===== src/rtl/gpt_pkg.sv =====
// Package with register map, field layout and modes of the timer set.
`default_nettype none
package gpt_pkg;
  // Counter widths and timer count.
  localparam int unsigned GP_W = 16;
  localparam int unsigned BT_W = 8;
  localparam int unsigned NGP = 2;
  localparam int unsigned GP_PSC_W = 7;
  localparam int unsigned BT_PSC_W = 15;
  // Byte offsets of the registers.
  localparam logic [7:0] GP_STRIDE = 8'h20;
  localparam logic [7:0] OFS_CTRL = 8'h00;
  localparam logic [7:0] OFS_ARR = 8'h04;
  localparam logic [7:0] OFS_CNT = 8'h08;
  localparam logic [7:0] OFS_CC0 = 8'h0C;
  localparam logic [7:0] OFS_CC1 = 8'h10;
  localparam logic [7:0] OFS_CCM = 8'h14;
  localparam logic [7:0] BT_CTRL = 8'h40;
  localparam logic [7:0] BT_ARR = 8'h44;
  localparam logic [7:0] BT_CNT = 8'h48;
  localparam logic [7:0] REG_STAT = 8'h50;
  localparam logic [7:0] REG_IEN = 8'h54;
  localparam logic [7:0] REG_ICLR = 8'h58;
  localparam logic [7:0] REG_DMA = 8'h5C;
  // Control fields of a general-purpose timer.
  localparam int unsigned CTRL_EN = 0;
  localparam int unsigned CTRL_DOWN = 1;
  localparam int unsigned PSC_LSB = 2;
  localparam int unsigned PSC_W = 3;
  localparam int unsigned SYNC_LSB = 5;
  localparam int unsigned CTRL_W = 8;
  localparam int unsigned CCM_W = 4;
  // Control fields of the basic timer.
  localparam int unsigned BT_PSC_LSB = 1;
  localparam int unsigned BT_EXP_W = 4;
  localparam int unsigned BT_CTRL_W = 5;
  // Event bits, five per general-purpose timer, then the basic timer.
  localparam int unsigned EV_OVF = 0;
  localparam int unsigned EV_CC0 = 1;
  localparam int unsigned EV_TRG = 3;
  localparam int unsigned EV_BRK = 4;
  localparam int unsigned EV_N = 5;
  localparam int unsigned ST_BT = 10;
  localparam int unsigned ST_W = 11;
  // Reset values.
  localparam logic [GP_W-1:0] GP_ARR_RST = 16'hFFFF;
  localparam logic [BT_W-1:0] BT_ARR_RST = 8'hFF;
  // Synchronisation modes and channel modes.
  typedef enum logic [2:0] {SYNC_NONE, SYNC_EXTCLK, SYNC_RESET, SYNC_GATE, SYNC_START,
    SYNC_R5, SYNC_R6, SYNC_R7} gpt_sync_e;
  typedef enum logic [1:0] {CH_OFF, CH_TOGGLE, CH_PWM, CH_CAPTURE} gpt_chm_e;
endpackage
`default_nettype wire


===== src/rtl/gpt_top.sv =====
// Timer set: two general-purpose timers, one basic timer, APB registers.
`default_nettype none
module gpt_top #(
  parameter int unsigned GPW = gpt_pkg::GP_W,
  parameter int unsigned BTW = gpt_pkg::BT_W
) (
  // Clock and reset.
  input wire logic mclk_i,
  input wire logic rst_b_i,
  // APB slave.
  input wire logic psel_i,
  input wire logic penable_i,
  input wire logic pwrite_i,
  input wire logic [7:0] paddr_i,
  input wire logic [31:0] pwdata_i,
  output logic [31:0] prdata_o,
  output logic pready_o,
  output logic pslverr_o,
  // Timer pins.
  input wire logic gp_timer_a_ext_trigger_i,
  input wire logic break_i,
  input wire logic [1:0] gpa_cap_i,
  input wire logic gpb_cap_i,
  output logic [1:0] gpa_cmp_o,
  output logic gpb_cmp_o,
  output logic infrared_o,
  // System requests.
  output logic irq_o,
  output logic [2:0] dma_req_o
);
  import gpt_pkg::*;

  // The register and channel logic assumes the documented widths at most.
  if (GPW < 2 || GPW > GP_W || BTW < 2 || BTW > BT_W)
  begin : g_chk
    $error("gpt_top: unsupported counter width");
  end

  // Address match, used by every register write decode; reads use the case below.
  function automatic logic hit(input logic [7:0] a, input logic [7:0] o);
    hit = (a == o);
  endfunction

  // Power-of-two mask for a prescaler exponent.
  function automatic logic [BT_PSC_W-1:0] pmask(input logic [3:0] e);
    logic [BT_PSC_W:0] one;
    one = {{BT_PSC_W{1'b0}}, 1'b1};
    pmask = BT_PSC_W'((one << e) - one);
  endfunction

  logic wr, brkq_r, brk_rise;
  logic [7:0] ctrl_r [NGP], ctrl_nxt [NGP];
  logic [GPW-1:0] arr_r [NGP], arr_nxt [NGP], cnt_r [NGP], cnt_nxt [NGP];
  logic [GPW-1:0] ccr_r [NGP][2], ccr_nxt [NGP][2];
  logic [CCM_W-1:0] ccm_r [NGP], ccm_nxt [NGP];
  logic [GP_PSC_W-1:0] psc_r [NGP], psc_nxt [NGP];
  logic [1:0] cmp_r [NGP], cmp_nxt [NGP], capq_r [NGP], cap_in [NGP];
  logic trgq_r [NGP], trg_in [NGP];
  logic [EV_N-1:0] ev [NGP];

  // A write takes effect at the edge that completes the access phase.
  assign wr = psel_i & penable_i & pwrite_i & pready_o;
  assign brk_rise = break_i & ~brkq_r;
  assign cap_in[0] = gpa_cap_i;
  assign cap_in[1] = {1'b0, gpb_cap_i};
  // Timer b is slaved to the overflow of timer a.
  assign trg_in[0] = gp_timer_a_ext_trigger_i;
  assign trg_in[1] = ev[0][EV_OVF];

  // One general-purpose timer per pass; timer b has a single channel.
  for (genvar g = 0; g < NGP; g++)
  begin : g_gp
    localparam int NCH = (g == 0) ? 2 : 1;
    localparam logic [7:0] BASE = 8'(g * GP_STRIDE);

    // Next state of counter, prescaler, channels and control.
    always_comb
    begin
      logic trg_rise, run, tick, match, down;
      logic [BT_PSC_W-1:0] m;
      gpt_sync_e sm;
      gpt_chm_e cm;
      // Decodes of registers and the trigger input come first, so no local is ever left unset.
      trg_rise = trg_in[g] & ~trgq_r[g];
      sm = gpt_sync_e'(ctrl_r[g][SYNC_LSB+:3]);
      down = ctrl_r[g][CTRL_DOWN];
      run = ctrl_r[g][CTRL_EN] & (sm != SYNC_GATE || trg_in[g]);
      m = pmask({1'b0, ctrl_r[g][PSC_LSB+:PSC_W]});
      tick = 1'b0;
      match = 1'b0;
      cm = CH_OFF;
      ctrl_nxt[g] = ctrl_r[g];
      arr_nxt[g] = arr_r[g];
      ccm_nxt[g] = ccm_r[g];
      cmp_nxt[g] = cmp_r[g];
      ccr_nxt[g] = ccr_r[g];
      ev[g] = '0;
      if (wr && hit(paddr_i, BASE + OFS_CTRL))
        ctrl_nxt[g] = pwdata_i[CTRL_W-1:0];
      if (wr && hit(paddr_i, BASE + OFS_ARR))
        arr_nxt[g] = pwdata_i[GPW-1:0];
      if (wr && hit(paddr_i, BASE + OFS_CCM))
        ccm_nxt[g] = pwdata_i[CCM_W-1:0];
      // A trigger start sets the enable even against a software clear.
      if (sm == SYNC_START && trg_rise)
        ctrl_nxt[g][CTRL_EN] = 1'b1;
      psc_nxt[g] = run ? psc_r[g] + 1'b1 : psc_r[g];
      if (sm == SYNC_EXTCLK)
        tick = ctrl_r[g][CTRL_EN] & trg_rise;
      else
        tick = run && ((psc_r[g] & m[GP_PSC_W-1:0]) == m[GP_PSC_W-1:0]);
      cnt_nxt[g] = cnt_r[g];
      if (tick)
      begin
        if (down)
        begin
          ev[g][EV_OVF] = (cnt_r[g] == '0);
          cnt_nxt[g] = ev[g][EV_OVF] ? arr_r[g] : cnt_r[g] - 1'b1;
        end
        else
        begin
          ev[g][EV_OVF] = (cnt_r[g] >= arr_r[g]);
          cnt_nxt[g] = ev[g][EV_OVF] ? '0 : cnt_r[g] + 1'b1;
        end
      end
      if (sm == SYNC_RESET && trg_rise)
      begin
        cnt_nxt[g] = down ? arr_r[g] : '0;
        psc_nxt[g] = '0;
      end
      ev[g][EV_TRG] = trg_rise & (sm != SYNC_NONE);
      ev[g][EV_BRK] = brk_rise;
      // Each channel follows its own two mode bits.
      for (int c = 0; c < NCH; c++)
      begin
        cm = gpt_chm_e'(ccm_r[g][2*c+:2]);
        match = tick && (cnt_r[g] == ccr_r[g][c]);
        if (wr && hit(paddr_i, BASE + OFS_CC0 + 8'(4 * c)) && cm != CH_CAPTURE)
          ccr_nxt[g][c] = pwdata_i[GPW-1:0];
        unique case (cm)
          CH_OFF:
            cmp_nxt[g][c] = 1'b0;
          CH_TOGGLE:
          begin
            ev[g][EV_CC0+c] = match;
            cmp_nxt[g][c] = cmp_r[g][c] ^ match;
          end
          CH_PWM:
          begin
            ev[g][EV_CC0+c] = match;
            cmp_nxt[g][c] = (cnt_nxt[g] < ccr_r[g][c]);
          end
          CH_CAPTURE:
          begin
            cmp_nxt[g][c] = 1'b0;
            if (cap_in[g][c] & ~capq_r[g][c])
            begin
              ccr_nxt[g][c] = cnt_r[g];
              ev[g][EV_CC0+c] = 1'b1;
            end
          end
        endcase
        // Break forces the pins to their safe low level.
        if (break_i)
          cmp_nxt[g][c] = 1'b0;
      end
    end

    // Timer state registers.
    always_ff @(posedge mclk_i or negedge rst_b_i)
    begin
      if (!rst_b_i)
      begin
        ctrl_r[g] <= '0;
        arr_r[g] <= GPW'(GP_ARR_RST);
        cnt_r[g] <= '0;
        ccr_r[g][0] <= '0;
        ccr_r[g][1] <= '0;
        ccm_r[g] <= '0;
        psc_r[g] <= '0;
        cmp_r[g] <= '0;
        capq_r[g] <= '0;
        trgq_r[g] <= 1'b0;
      end
      else
      begin
        ctrl_r[g] <= ctrl_nxt[g];
        arr_r[g] <= arr_nxt[g];
        cnt_r[g] <= cnt_nxt[g];
        ccr_r[g] <= ccr_nxt[g];
        ccm_r[g] <= ccm_nxt[g];
        psc_r[g] <= psc_nxt[g];
        cmp_r[g] <= cmp_nxt[g];
        capq_r[g] <= cap_in[g];
        trgq_r[g] <= trg_in[g];
      end
    end
  end

  logic [BT_CTRL_W-1:0] bctrl_r, bctrl_nxt;
  logic [BTW-1:0] barr_r, barr_nxt, bcnt_r, bcnt_nxt;
  logic [BT_PSC_W-1:0] bpsc_r, bpsc_nxt;
  logic bovf;

  // Basic timer: up only, wide prescaler.
  always_comb
  begin
    logic [BT_PSC_W-1:0] bm;
    logic btick;
    bm = pmask(bctrl_r[BT_PSC_LSB+:BT_EXP_W]);
    btick = bctrl_r[CTRL_EN] && ((bpsc_r & bm) == bm);
    bctrl_nxt = bctrl_r;
    barr_nxt = barr_r;
    if (wr && hit(paddr_i, BT_CTRL))
      bctrl_nxt = pwdata_i[BT_CTRL_W-1:0];
    if (wr && hit(paddr_i, BT_ARR))
      barr_nxt = pwdata_i[BTW-1:0];
    bpsc_nxt = bctrl_r[CTRL_EN] ? bpsc_r + 1'b1 : bpsc_r;
    bovf = btick && (bcnt_r >= barr_r);
    bcnt_nxt = bcnt_r;
    if (btick)
      bcnt_nxt = bovf ? '0 : bcnt_r + 1'b1;
  end

  // Basic timer registers.
  always_ff @(posedge mclk_i or negedge rst_b_i)
  begin
    if (!rst_b_i)
    begin
      bctrl_r <= '0;
      barr_r <= BTW'(BT_ARR_RST);
      bcnt_r <= '0;
      bpsc_r <= '0;
    end
    else
    begin
      bctrl_r <= bctrl_nxt;
      barr_r <= barr_nxt;
      bcnt_r <= bcnt_nxt;
      bpsc_r <= bpsc_nxt;
    end
  end

  logic [ST_W-1:0] st_r, st_nxt, ien_r, ien_nxt, evs;
  logic [2:0] dmae_r, dmae_nxt, dma_nxt;
  logic [31:0] rd;
  logic map;

  // Status, interrupt, DMA and bus answer; a new event beats a clear.
  always_comb
  begin
    evs = {bovf, ev[1], ev[0]};
    ien_nxt = ien_r;
    dmae_nxt = dmae_r;
    if (wr && hit(paddr_i, REG_IEN))
      ien_nxt = pwdata_i[ST_W-1:0];
    if (wr && hit(paddr_i, REG_DMA))
      dmae_nxt = pwdata_i[2:0];
    st_nxt = st_r;
    if (wr && hit(paddr_i, REG_ICLR))
      st_nxt = st_r & ~pwdata_i[ST_W-1:0];
    st_nxt = st_nxt | evs;
    dma_nxt = dmae_r & {bovf, ev[1][EV_OVF], ev[0][EV_OVF]};
    map = 1'b1;
    rd = '0;
    unique case (paddr_i)
      OFS_CTRL: rd = 32'(ctrl_r[0]);
      OFS_ARR: rd = 32'(arr_r[0]);
      OFS_CNT: rd = 32'(cnt_r[0]);
      OFS_CC0: rd = 32'(ccr_r[0][0]);
      OFS_CC1: rd = 32'(ccr_r[0][1]);
      OFS_CCM: rd = 32'(ccm_r[0]);
      GP_STRIDE + OFS_CTRL: rd = 32'(ctrl_r[1]);
      GP_STRIDE + OFS_ARR: rd = 32'(arr_r[1]);
      GP_STRIDE + OFS_CNT: rd = 32'(cnt_r[1]);
      GP_STRIDE + OFS_CC0: rd = 32'(ccr_r[1][0]);
      GP_STRIDE + OFS_CCM: rd = 32'(ccm_r[1] & 4'h3);
      BT_CTRL: rd = 32'(bctrl_r);
      BT_ARR: rd = 32'(barr_r);
      BT_CNT: rd = 32'(bcnt_r);
      REG_STAT: rd = 32'(st_r);
      REG_IEN: rd = 32'(ien_r);
      REG_ICLR: rd = '0;
      REG_DMA: rd = 32'(dmae_r);
      default: map = 1'b0;
    endcase
  end

  // Bus and system outputs; one wait state keeps every output registered.
  always_ff @(posedge mclk_i or negedge rst_b_i)
  begin
    if (!rst_b_i)
    begin
      st_r <= '0;
      ien_r <= '0;
      dmae_r <= '0;
      dma_req_o <= '0;
      irq_o <= 1'b0;
      brkq_r <= 1'b0;
      pready_o <= 1'b0;
      pslverr_o <= 1'b0;
      prdata_o <= '0;
      gpa_cmp_o <= '0;
      gpb_cmp_o <= 1'b0;
      infrared_o <= 1'b0;
    end
    else
    begin
      st_r <= st_nxt;
      ien_r <= ien_nxt;
      dmae_r <= dmae_nxt;
      dma_req_o <= dma_nxt;
      irq_o <= |(st_nxt & ien_nxt);
      brkq_r <= break_i;
      pready_o <= psel_i & penable_i & ~pready_o;
      pslverr_o <= psel_i & penable_i & ~pready_o & ~map;
      if (psel_i & penable_i & ~pready_o & ~pwrite_i)
        prdata_o <= rd;
      gpa_cmp_o <= cmp_nxt[0];
      gpb_cmp_o <= cmp_nxt[1][0];
      // Carrier from timer a channel 0 gated by envelope of timer b.
      infrared_o <= cmp_nxt[0][0] & cmp_nxt[1][0];
    end
  end
endmodule // gpt_top
`default_nettype wire


===== config.mk =====
export PLATFORM = sky130hd
export DESIGN_NAME = gpt_top
export DESIGN_NICKNAME = d
export VERILOG_FILES = /design/src/rtl/gpt_pkg.sv /design/src/rtl/gpt_top.sv
export SDC_FILE = /design/constraint.sdc
export NUM_CORES = 1
export LEC_CHECK = 0
export BUFFER_PORTS_ARGS = -buffer_cell sky130_fd_sc_hd__buf_2
export CORE_MARGIN = 3
export CORE_UTILIZATION = 35
export DETAILED_ROUTE_END_ITERATION = 16
export PLACE_DENSITY = 0.54
export SETUP_SLACK_MARGIN = 0.15
export SLEW_MARGIN = 30
export SYNTH_ARGS = -nofsm -noshare
export SYNTH_HDL_FRONTEND = slang
export SYNTH_SLANG_ARGS = --single-unit

===== constraint.sdc =====
create_clock -name mclk_i -period 5.95 [get_ports mclk_i]
set_input_delay 0 -clock mclk_i [delete_from_list [all_inputs] [get_ports mclk_i]]
set_output_delay 0 -clock mclk_i [all_outputs]
set_load 0.005 [all_outputs]

; Yosys cells after proc, flatten, opt, wreduce, memory -nomap -nowiden
; Index checks and enable logic that the tools add are counted.
[totals]
regBits = 257
[classes]
n_addsub = 11
n_lt_le_gt_ge = 6
eq_ne = 43
n_shift = 3
muxes = 52
bitwise_logic = 39
n_reduce_logical = 50
[op_table]
columns = operator, count
row1 = $mux W16, 21
row2 = $pmux W16 S17, 1
row3 = $eq A8 B7 Y1 const B, 7
row4 = $eq A16 B16 Y1, 3
row5 = $lt A16 B16 Y1, 3
row6 = $eq A8 B6 Y1 const B, 5
row7 = $add A16 B1 Y16 const B, 2
row8 = $ge A16 B16 Y1, 2
row9 = $logic_not A16 Y1, 2
row10 = $sub A16 B1 Y16 const B, 2
row11 = $logic_and A1 B1 Y1, 28
row12 = $mux W7, 4
row13 = $and A11 B11 Y11, 2
row14 = $mux W11, 2
row15 = $and A1 B1 Y1, 19
row16 = $reduce_or A18 Y1, 1
row17 = $mux W1, 17
row18 = $eq A8 B4 Y1 const B, 2
row19 = $eq A8 B5 Y1 const B, 2
row20 = $add A15 B1 Y15 const B, 1
row21 = $and A15 B15 Y15, 1
row22 = $eq A15 B15 Y1, 1
row23 = $shl A1 B4 Y15 const A, 1
row24 = $sub A15 B1 Y15 const B, 1
row25 = 30 further kinds, 74

; Depth between registers and ports, before layout
; Gate-level depths: netlist of the first run.
[logic_depth]
word_depth = 17
ltp_mapped = 24
ltp_nobuf = 21

; Worst setup path before layout of the first run
; No wires, ideal clock.
[synth_path]
path_kind = register to register
from = register ctrl_r[11] in the netlist's numbering
to = register infrared_o
arrival_ns = 4.529
path_slack_ns = 1.338
stages_incl_launch_ff = 23
path_buffers = 3
synth_period_minus_slack_ns = 4.612
path_cell_list = dfrtp_1 > clkbuf_1 > or3_1 > ha_1 > xnor2_1 > a221oi_1 > o2111ai_1 > o21ba_1 > buf_2 > a21o_4 > o21ai_1 > buf_2 > o211ai_1 > a31o_1 > ha_1 > a21o_1 > a21o_1 > a21oi_1 > o21ai_0 > a31o_2 > nor3_1 > o2111ai_1 > o22ai_1
[synth_rtl]
columns = item, line_no
row1 = from (decl), gpt_top.sv:52  ; logic [7:0] ctrl_r [NGP], ctrl_nxt [NGP];
row2 = "from (signal, indexed assignment)", gpt_top.sv:187  ; ctrl_r[g] <= ctrl_nxt[g];
row3 = to (signal assigned), gpt_top.sv:322  ; infrared_o <= cmp_nxt[0][0] & cmp_nxt[1][0];
row4 = to (decl), gpt_top.sv:26  ; output logic infrared_o,

==> results.cfg, run 1 <==
[global_routing]
grt_pass1_vias = 14844
antenna_found_initial = 1
grt_usage_pct = 23.3
grt_max_degree = 107
grt_pass1_wl_um = 92000
overflow = 0

[finish]
n_fill_cell = 4708
final_cell_mix = dfrtp_1, nand2_1, o21ai_0, inv_1, nor2_1
drive_above_1_share_pct = 15.2
final_common_cell = dfrtp_1
nets = 2082
fin_cells = 2553
final-seq-area_mm2 = 0.00608
final_core_util_pct = 40.4
area.growth.synth_to_final_pct = 12.6
antennaDiodeCount = 0
multi_input_area_mm2 = 0.00991

[placement]
dp_cells = 2473
io_buffers = 59
gp_congestion = 0.949
dp_hpwl_um = 44000

[cts]
cts.sinks = 241
clk_latency_ns = 0.59
tritoncts.num_buffers = 29
root_buffer = clkbuf_16
cts_max_path_buffers = 3
clk_pin_slew_ns = 0.06
cts_tree = done
htreeDepth = 1

[power]
p_sw_uw = 1400
p_int_uw = 3010
power_density_mw_per_mm2 = 232
p_sw_share_pct = 31.7
p_comb_share_pct = 19.6
clkPwrFrac_pct = 39.5
max-vdd-ir-drop_v = 0.000226
power_frac_seq_pct = 40.9
p_leak_uw = 0.00804

[setup_path]
crit_path_cell_trace = or3_1 -> ha_1 -> xnor2_1 -> a221oi_1 -> o2111ai_1 -> o21ba_1 -> buf_4 -> a211oi_2 -> buf_4 -> nor2_1 -> buf_4 -> o21bai_1 -> a31o_1 -> ha_1 -> a21o_1 -> a21o_1 -> a21oi_1 -> o21ai_0 -> a31o_2 -> nor3_1 -> o2111ai_1 -> o22ai_1
cp_common_cell = buf_4
required_ns = 6.44
critPathSlowestCell = dfrtp_1
endpoint_kind = register
cp_slowest_stage_delay_ns = 0.52
cp_max_fo = 12
critPathKind = reg -> reg
start_kind = register
arrival_ns = 5.80

[synthesis]
ys_async_sr_fraction_pct = 100
yosysWarnings = 0
yosysUniqueCellTypes = 92
syn_inst = 1877
netlist_area_mm2 = 0.0169
yosys.area.top_type = dfrtp_1
ys_ff_latch = 241
yosys_most_used_dff = dfrtp_1
yosys-top-cells-area = dfrtp_1, ha_1, dfstp_2, mux2_2, nand2_1
syn-mean-instance-area_um2 = 9.00
synth_top_area_share_pct = 29.8
synth_edf_count = 0
ys_seq_area_share_pct = 36.0

[timing]
rsz0062_at_grt = false
maxSlewHeadroom_pct = 27.1
max_freq_ghz = 0.188
setup_viol = 0
hold_violations = 0
hold_ws_ns = 0.0418
fin_setup_tns_ns = 0
period_share_pct = 89.2
finalMaxSlewViolations = 0
tightest_slew_ns = 1.09
finalClockSkew_ns = 0.0239
min_period_ns = 5.31

[run_status]
status = finished, final reports clean

[routing]
wire_per_inst_um = 23.3
drtAntennaViolNets = 0
vias = 15029
drcViolationCount = 0
vias_per_cell = 5.89
drt_iter0_drc = 1529
routed_wl_um = 59400
drtPass1Iterations = 6

[floorplanning]
start_util_pct = 35.9
die_area_mm2 = 0.0509
die_w_um = 226
io-pin-count = 92
rows = 79
core_area_mm2 = 0.0471
die_h_um = 226

[min_path]
holdCritPathClass = in -> async

[job]
maxCapViolCount = 0
## state kept, by name, summed over array words and instances, names as in the netlist, 14 cells and up
name	flops
psc_r	14
ccr_r	48
bpsc_r	15
ctrl_r	16
cnt_r	32
arr_r	32
prdata_o	16
## cell families after synthesis
family	synth area share, %
AND/OR/NAND/NOR	16.4
AO/OA/AOI/OAI	20.1
buffers and inverters	6.05
flip-flops	36.0
multiplexers	8.60
adder cells (fa/ha/maj)	7.93
XOR/XNOR	4.93
other	0.0222
## what timing repair did
| action | CTS | global route |
|---|---|---|
| endpoints found under the setup margin | 0 | 2 |
| hold buffers | 28 | 0 |
| buffers inserted | 0 | 0 |
| endpoints found under the hold margin | 246 | 0 |
| gates resized for setup | 0 | 2 |
## critical path: cells and delay by family (launching register included)
kind                     cells  cell delay (ns)
AND/OR/NAND/NOR              3             0.70
buffers and inverters        3             0.67
XOR/XNOR                     1             0.15
AO/OA/AOI/OAI               13             2.60
flip-flops                   1             0.52
adder cells (fa/ha/maj)      2             0.55
## power by group through the flow
stage	logic, uW	clock network (uW)	registers [uW]
2_1_floorplan	590	0	1770
3_3_place_gp	824	0	1830
3_5_place_dp	843	0	1830
4_1_cts	860	1780	1800
5_1_grt	953	1830	1810
6_report	864	1740	1810
## area by class of cell
cell class              instances  share of cell area [%]
clock buffers                  43                    4.30
clock inverters                 9                   0.467
inverters                     119                    2.36
multi-input cells            1404                    52.1
flip-flops and latches        241                    32.0
well taps                     607                    3.99
repair buffers                130                    4.80
## cell usage after synthesis (all sizes together) (40+ instances only)
cell type and instances:
dfrtp 201, nand2 195, o21ai 141, inv 118, nor2 117, ha 107, clkbuf 94, mux2 75
xnor2 67, a21oi 63, mux2i 60, nand3 48, a22oi 46, dfstp 40
## metal layers
layer / up-vias / wire length, um / GRT usage (%)
met5: - / 0 / 0
met4: 0 / 1970 / 7.52
met3: 103 / 3730 / 2.26
met2: 529 / 27400 / 38.0
met1: 7490 / 26400 / 32.7
li1: 6907 / - / -
## per-stage QoR
stage	power, uW	worst slack [ns]	instance area, um^2
after CTS	4450	0.524	19000
after detailed placement	2670	0.585	17800
after global placement	2650	0.752	17800
final	4410	0.643	19000
after global routing	4600	0.307	19000
after floorplan	2360	1.34	16900
## path summary, 6_finish.rpt
check | cells after the start | slack, ns | to | start
worst max-delay path | 22 | 0.64 | infrared_o | ctrl_r[11]
worst min-delay path | 2 | 0.04 | bpsc_r[11] | rst_b_i
worst max register to register | 22 | 0.64 | infrared_o | ctrl_r[11]
worst min register to register | 1 | 0.48 | prdata_o[6] | prdata_o[6]
max in group asynchronous | 3 | 4.62 | psc_r[12] | rst_b_i
min in group mclk_i | 5 | 0.08 | ccm_r[1] | paddr_i[4]
(Power assumes the default switching activity.)
==> run 2: changes to the inputs <==
Settings changed: PLACE_DENSITY 0.54 to 0.55.
==> run 2 against run 1 <==
Clock power hardly changed; final cell count is 0.24% lower; critical path type unchanged; register-to-register slack worse by 0.03 ns; largest cell class unchanged.
==> results.cfg, run 2 (synthesis gave the netlist of run 1 again) <==
[timing]
max_freq_ghz = 0.187
hold_violations = 0
tightest_slew_ns = 1.08
hold_ws_ns = 0.00613
fin_setup_tns_ns = 0
min_period_ns = 5.34
rsz0062_at_grt = false
finalMaxSlewViolations = 0
setup_viol = 0
maxSlewHeadroom_pct = 28.1
period_share_pct = 89.7
finalClockSkew_ns = 0.0291

[cts]
cts_tree = done
cts_max_path_buffers = 3
clk_latency_ns = 0.59
root_buffer = clkbuf_16
htreeDepth = 1
cts_setup_buffers = 0
tritoncts.num_buffers = 28
clk_pin_slew_ns = 0.06
cts.sinks = 241

[power]
power_frac_seq_pct = 41.2
clkPwrFrac_pct = 39.4
p_int_uw = 3000
p_sw_share_pct = 31.4
p_comb_share_pct = 19.4
p_leak_uw = 0.00802
max-vdd-ir-drop_v = 0.000240
power_density_mw_per_mm2 = 230
p_sw_uw = 1370

[routing]
drtPass1Iterations = 6
vias_per_cell = 5.88
drt_iter0_drc = 1462
routed_wl_um = 58900
drcViolationCount = 0
wire_per_inst_um = 23.1
drtAntennaViolNets = 0
vias = 14988

[floorplanning]
die_area_mm2 = 0.0509
die_w_um = 226
die_h_um = 226
io-pin-count = 92
rows = 79
core_area_mm2 = 0.0471
start_util_pct = 35.9

[min_path]
holdCritPathClass = in -> async

[setup_path]
critPathKind = reg -> reg
crit_path_cell_trace = inv_1 -> ha_1 -> a21oi_1 -> o21ai_0 -> or3_1 -> o211ai_1 -> a21o_4 -> clkinv_2 -> nand2b_1 -> nor3_1 -> a31o_1 -> ha_1 -> a21o_1 -> a21o_1 -> a21oi_1 -> o21ai_0 -> a31o_2 -> nor3_1 -> o2111ai_1 -> o22ai_1
critPathSlowestCell = o211ai_1
cp_max_fo = 14
required_ns = 6.44
start_kind = register
arrival_ns = 5.83
r2r_setup_slack_ns = 0.61
cp_slowest_stage_delay_ns = 0.68
endpoint_kind = register

[finish]
final_common_cell = dfrtp_1
final_cell_mix = dfrtp_1, nand2_1, o21ai_0, inv_1, nor2_1
nets = 2075
largest_register_ffs = 48
top_regs = ccr_r x48, arr_r x32, cnt_r x32
drive_above_1_share_pct = 15.1
antennaDiodeCount = 0
area.growth.synth_to_final_pct = 12.4
regMostFlops = ccr_r

[placement]
dp_hpwl_um = 43500
gp_congestion = 0.917
io_buffers = 59

[global_routing]
grt_max_degree = 154
grt_pass1_vias = 14654
grt_pass1_wl_um = 90500
antenna_found_initial = 0
grt_usage_pct = 22.9
overflow = 0

[job]
maxCapViolCount = 0

[run_status]
status = finished, final reports clean
-- run 2: timing repair --
action,4_1_cts,5_1_grt
setup endpoints to repair,0,1
endpoints found under the hold margin,230,0
hold buffers,28,0
gates resized for setup,0,1
-- run 2: power groups by stage --
stage | clock [uW] | combinational (uW) | sequential [uW]
3_3_place_gp | 0 | 814 | 1830
3_5_place_dp | 0 | 825 | 1830
5_1_grt | 1820 | 938 | 1810
2_1_floorplan | 0 | 590 | 1770
4_1_cts | 1750 | 843 | 1800
6_report | 1720 | 848 | 1800
-- run 2: area by class of cell --
| type | instances | area, um^2 |
|---|---|---|
| Fill cell | 4680 | 28100 |
| Clock buffer | 41 | 810 |
| Tap cell | 607 | 759 |
| Sequential cell | 241 | 6080 |
| Clock inverter | 11 | 108 |
| Inverter | 119 | 448 |
| Timing Repair Buffer | 124 | 876 |
| Multi-Input combinational cell | 1404 | 9900 |
-- run 2: per-layer routing --
layer / vias to the layer above / wire, um / track usage (%)
li1: 6903 / - / -
met1: 7369 / 25900 / 31.6
met2: 601 / 27100 / 37.6
met3: 115 / 3910 / 2.70
met4: 0 / 2010 / 7.56
met5: - / 0 / 0
-- run 2: worst paths after layout --
kind                             start     endpoint  cells past startpoint
max                          arr_r[25]   infrared_o                     20
min                            rst_b_i    pslverr_o                      2
max reg2reg                  arr_r[25]   infrared_o                     20
min reg2reg                prdata_o[4]  prdata_o[4]                      1
max in group asynchronous      rst_b_i    ccr_r[42]                      3
min in group mclk_i         paddr_i[4]  prdata_o[2]                      5
-- run 2: stage by stage --
step           utilization, %  instances  cell area, um^2  worst slack [ns]  power [uW]
3_5_place_dp             37.8       2467            17800             0.572        2650
2_1_floorplan               -       1892            16900              1.34        2360
5_1_grt                  40.3       2547            19000             0.281        4570
3_3_place_gp             37.8       2467            17800             0.646        2640
4_1_cts                  40.3       2547            19000             0.553        4390
6_report                 40.3       2547            19000             0.612        4370
-- run 2: critical path, delay by kind of cell (launching register included) --
kind / cells / cell delay, ns
AOI/OAI and AO/OA: 12 / 2.69
adders and majority gates: 2 / 0.59
buffers and inverters: 2 / 0.25
and+or+nand+nor: 4 / 1.15
DFF: 1 / 0.59
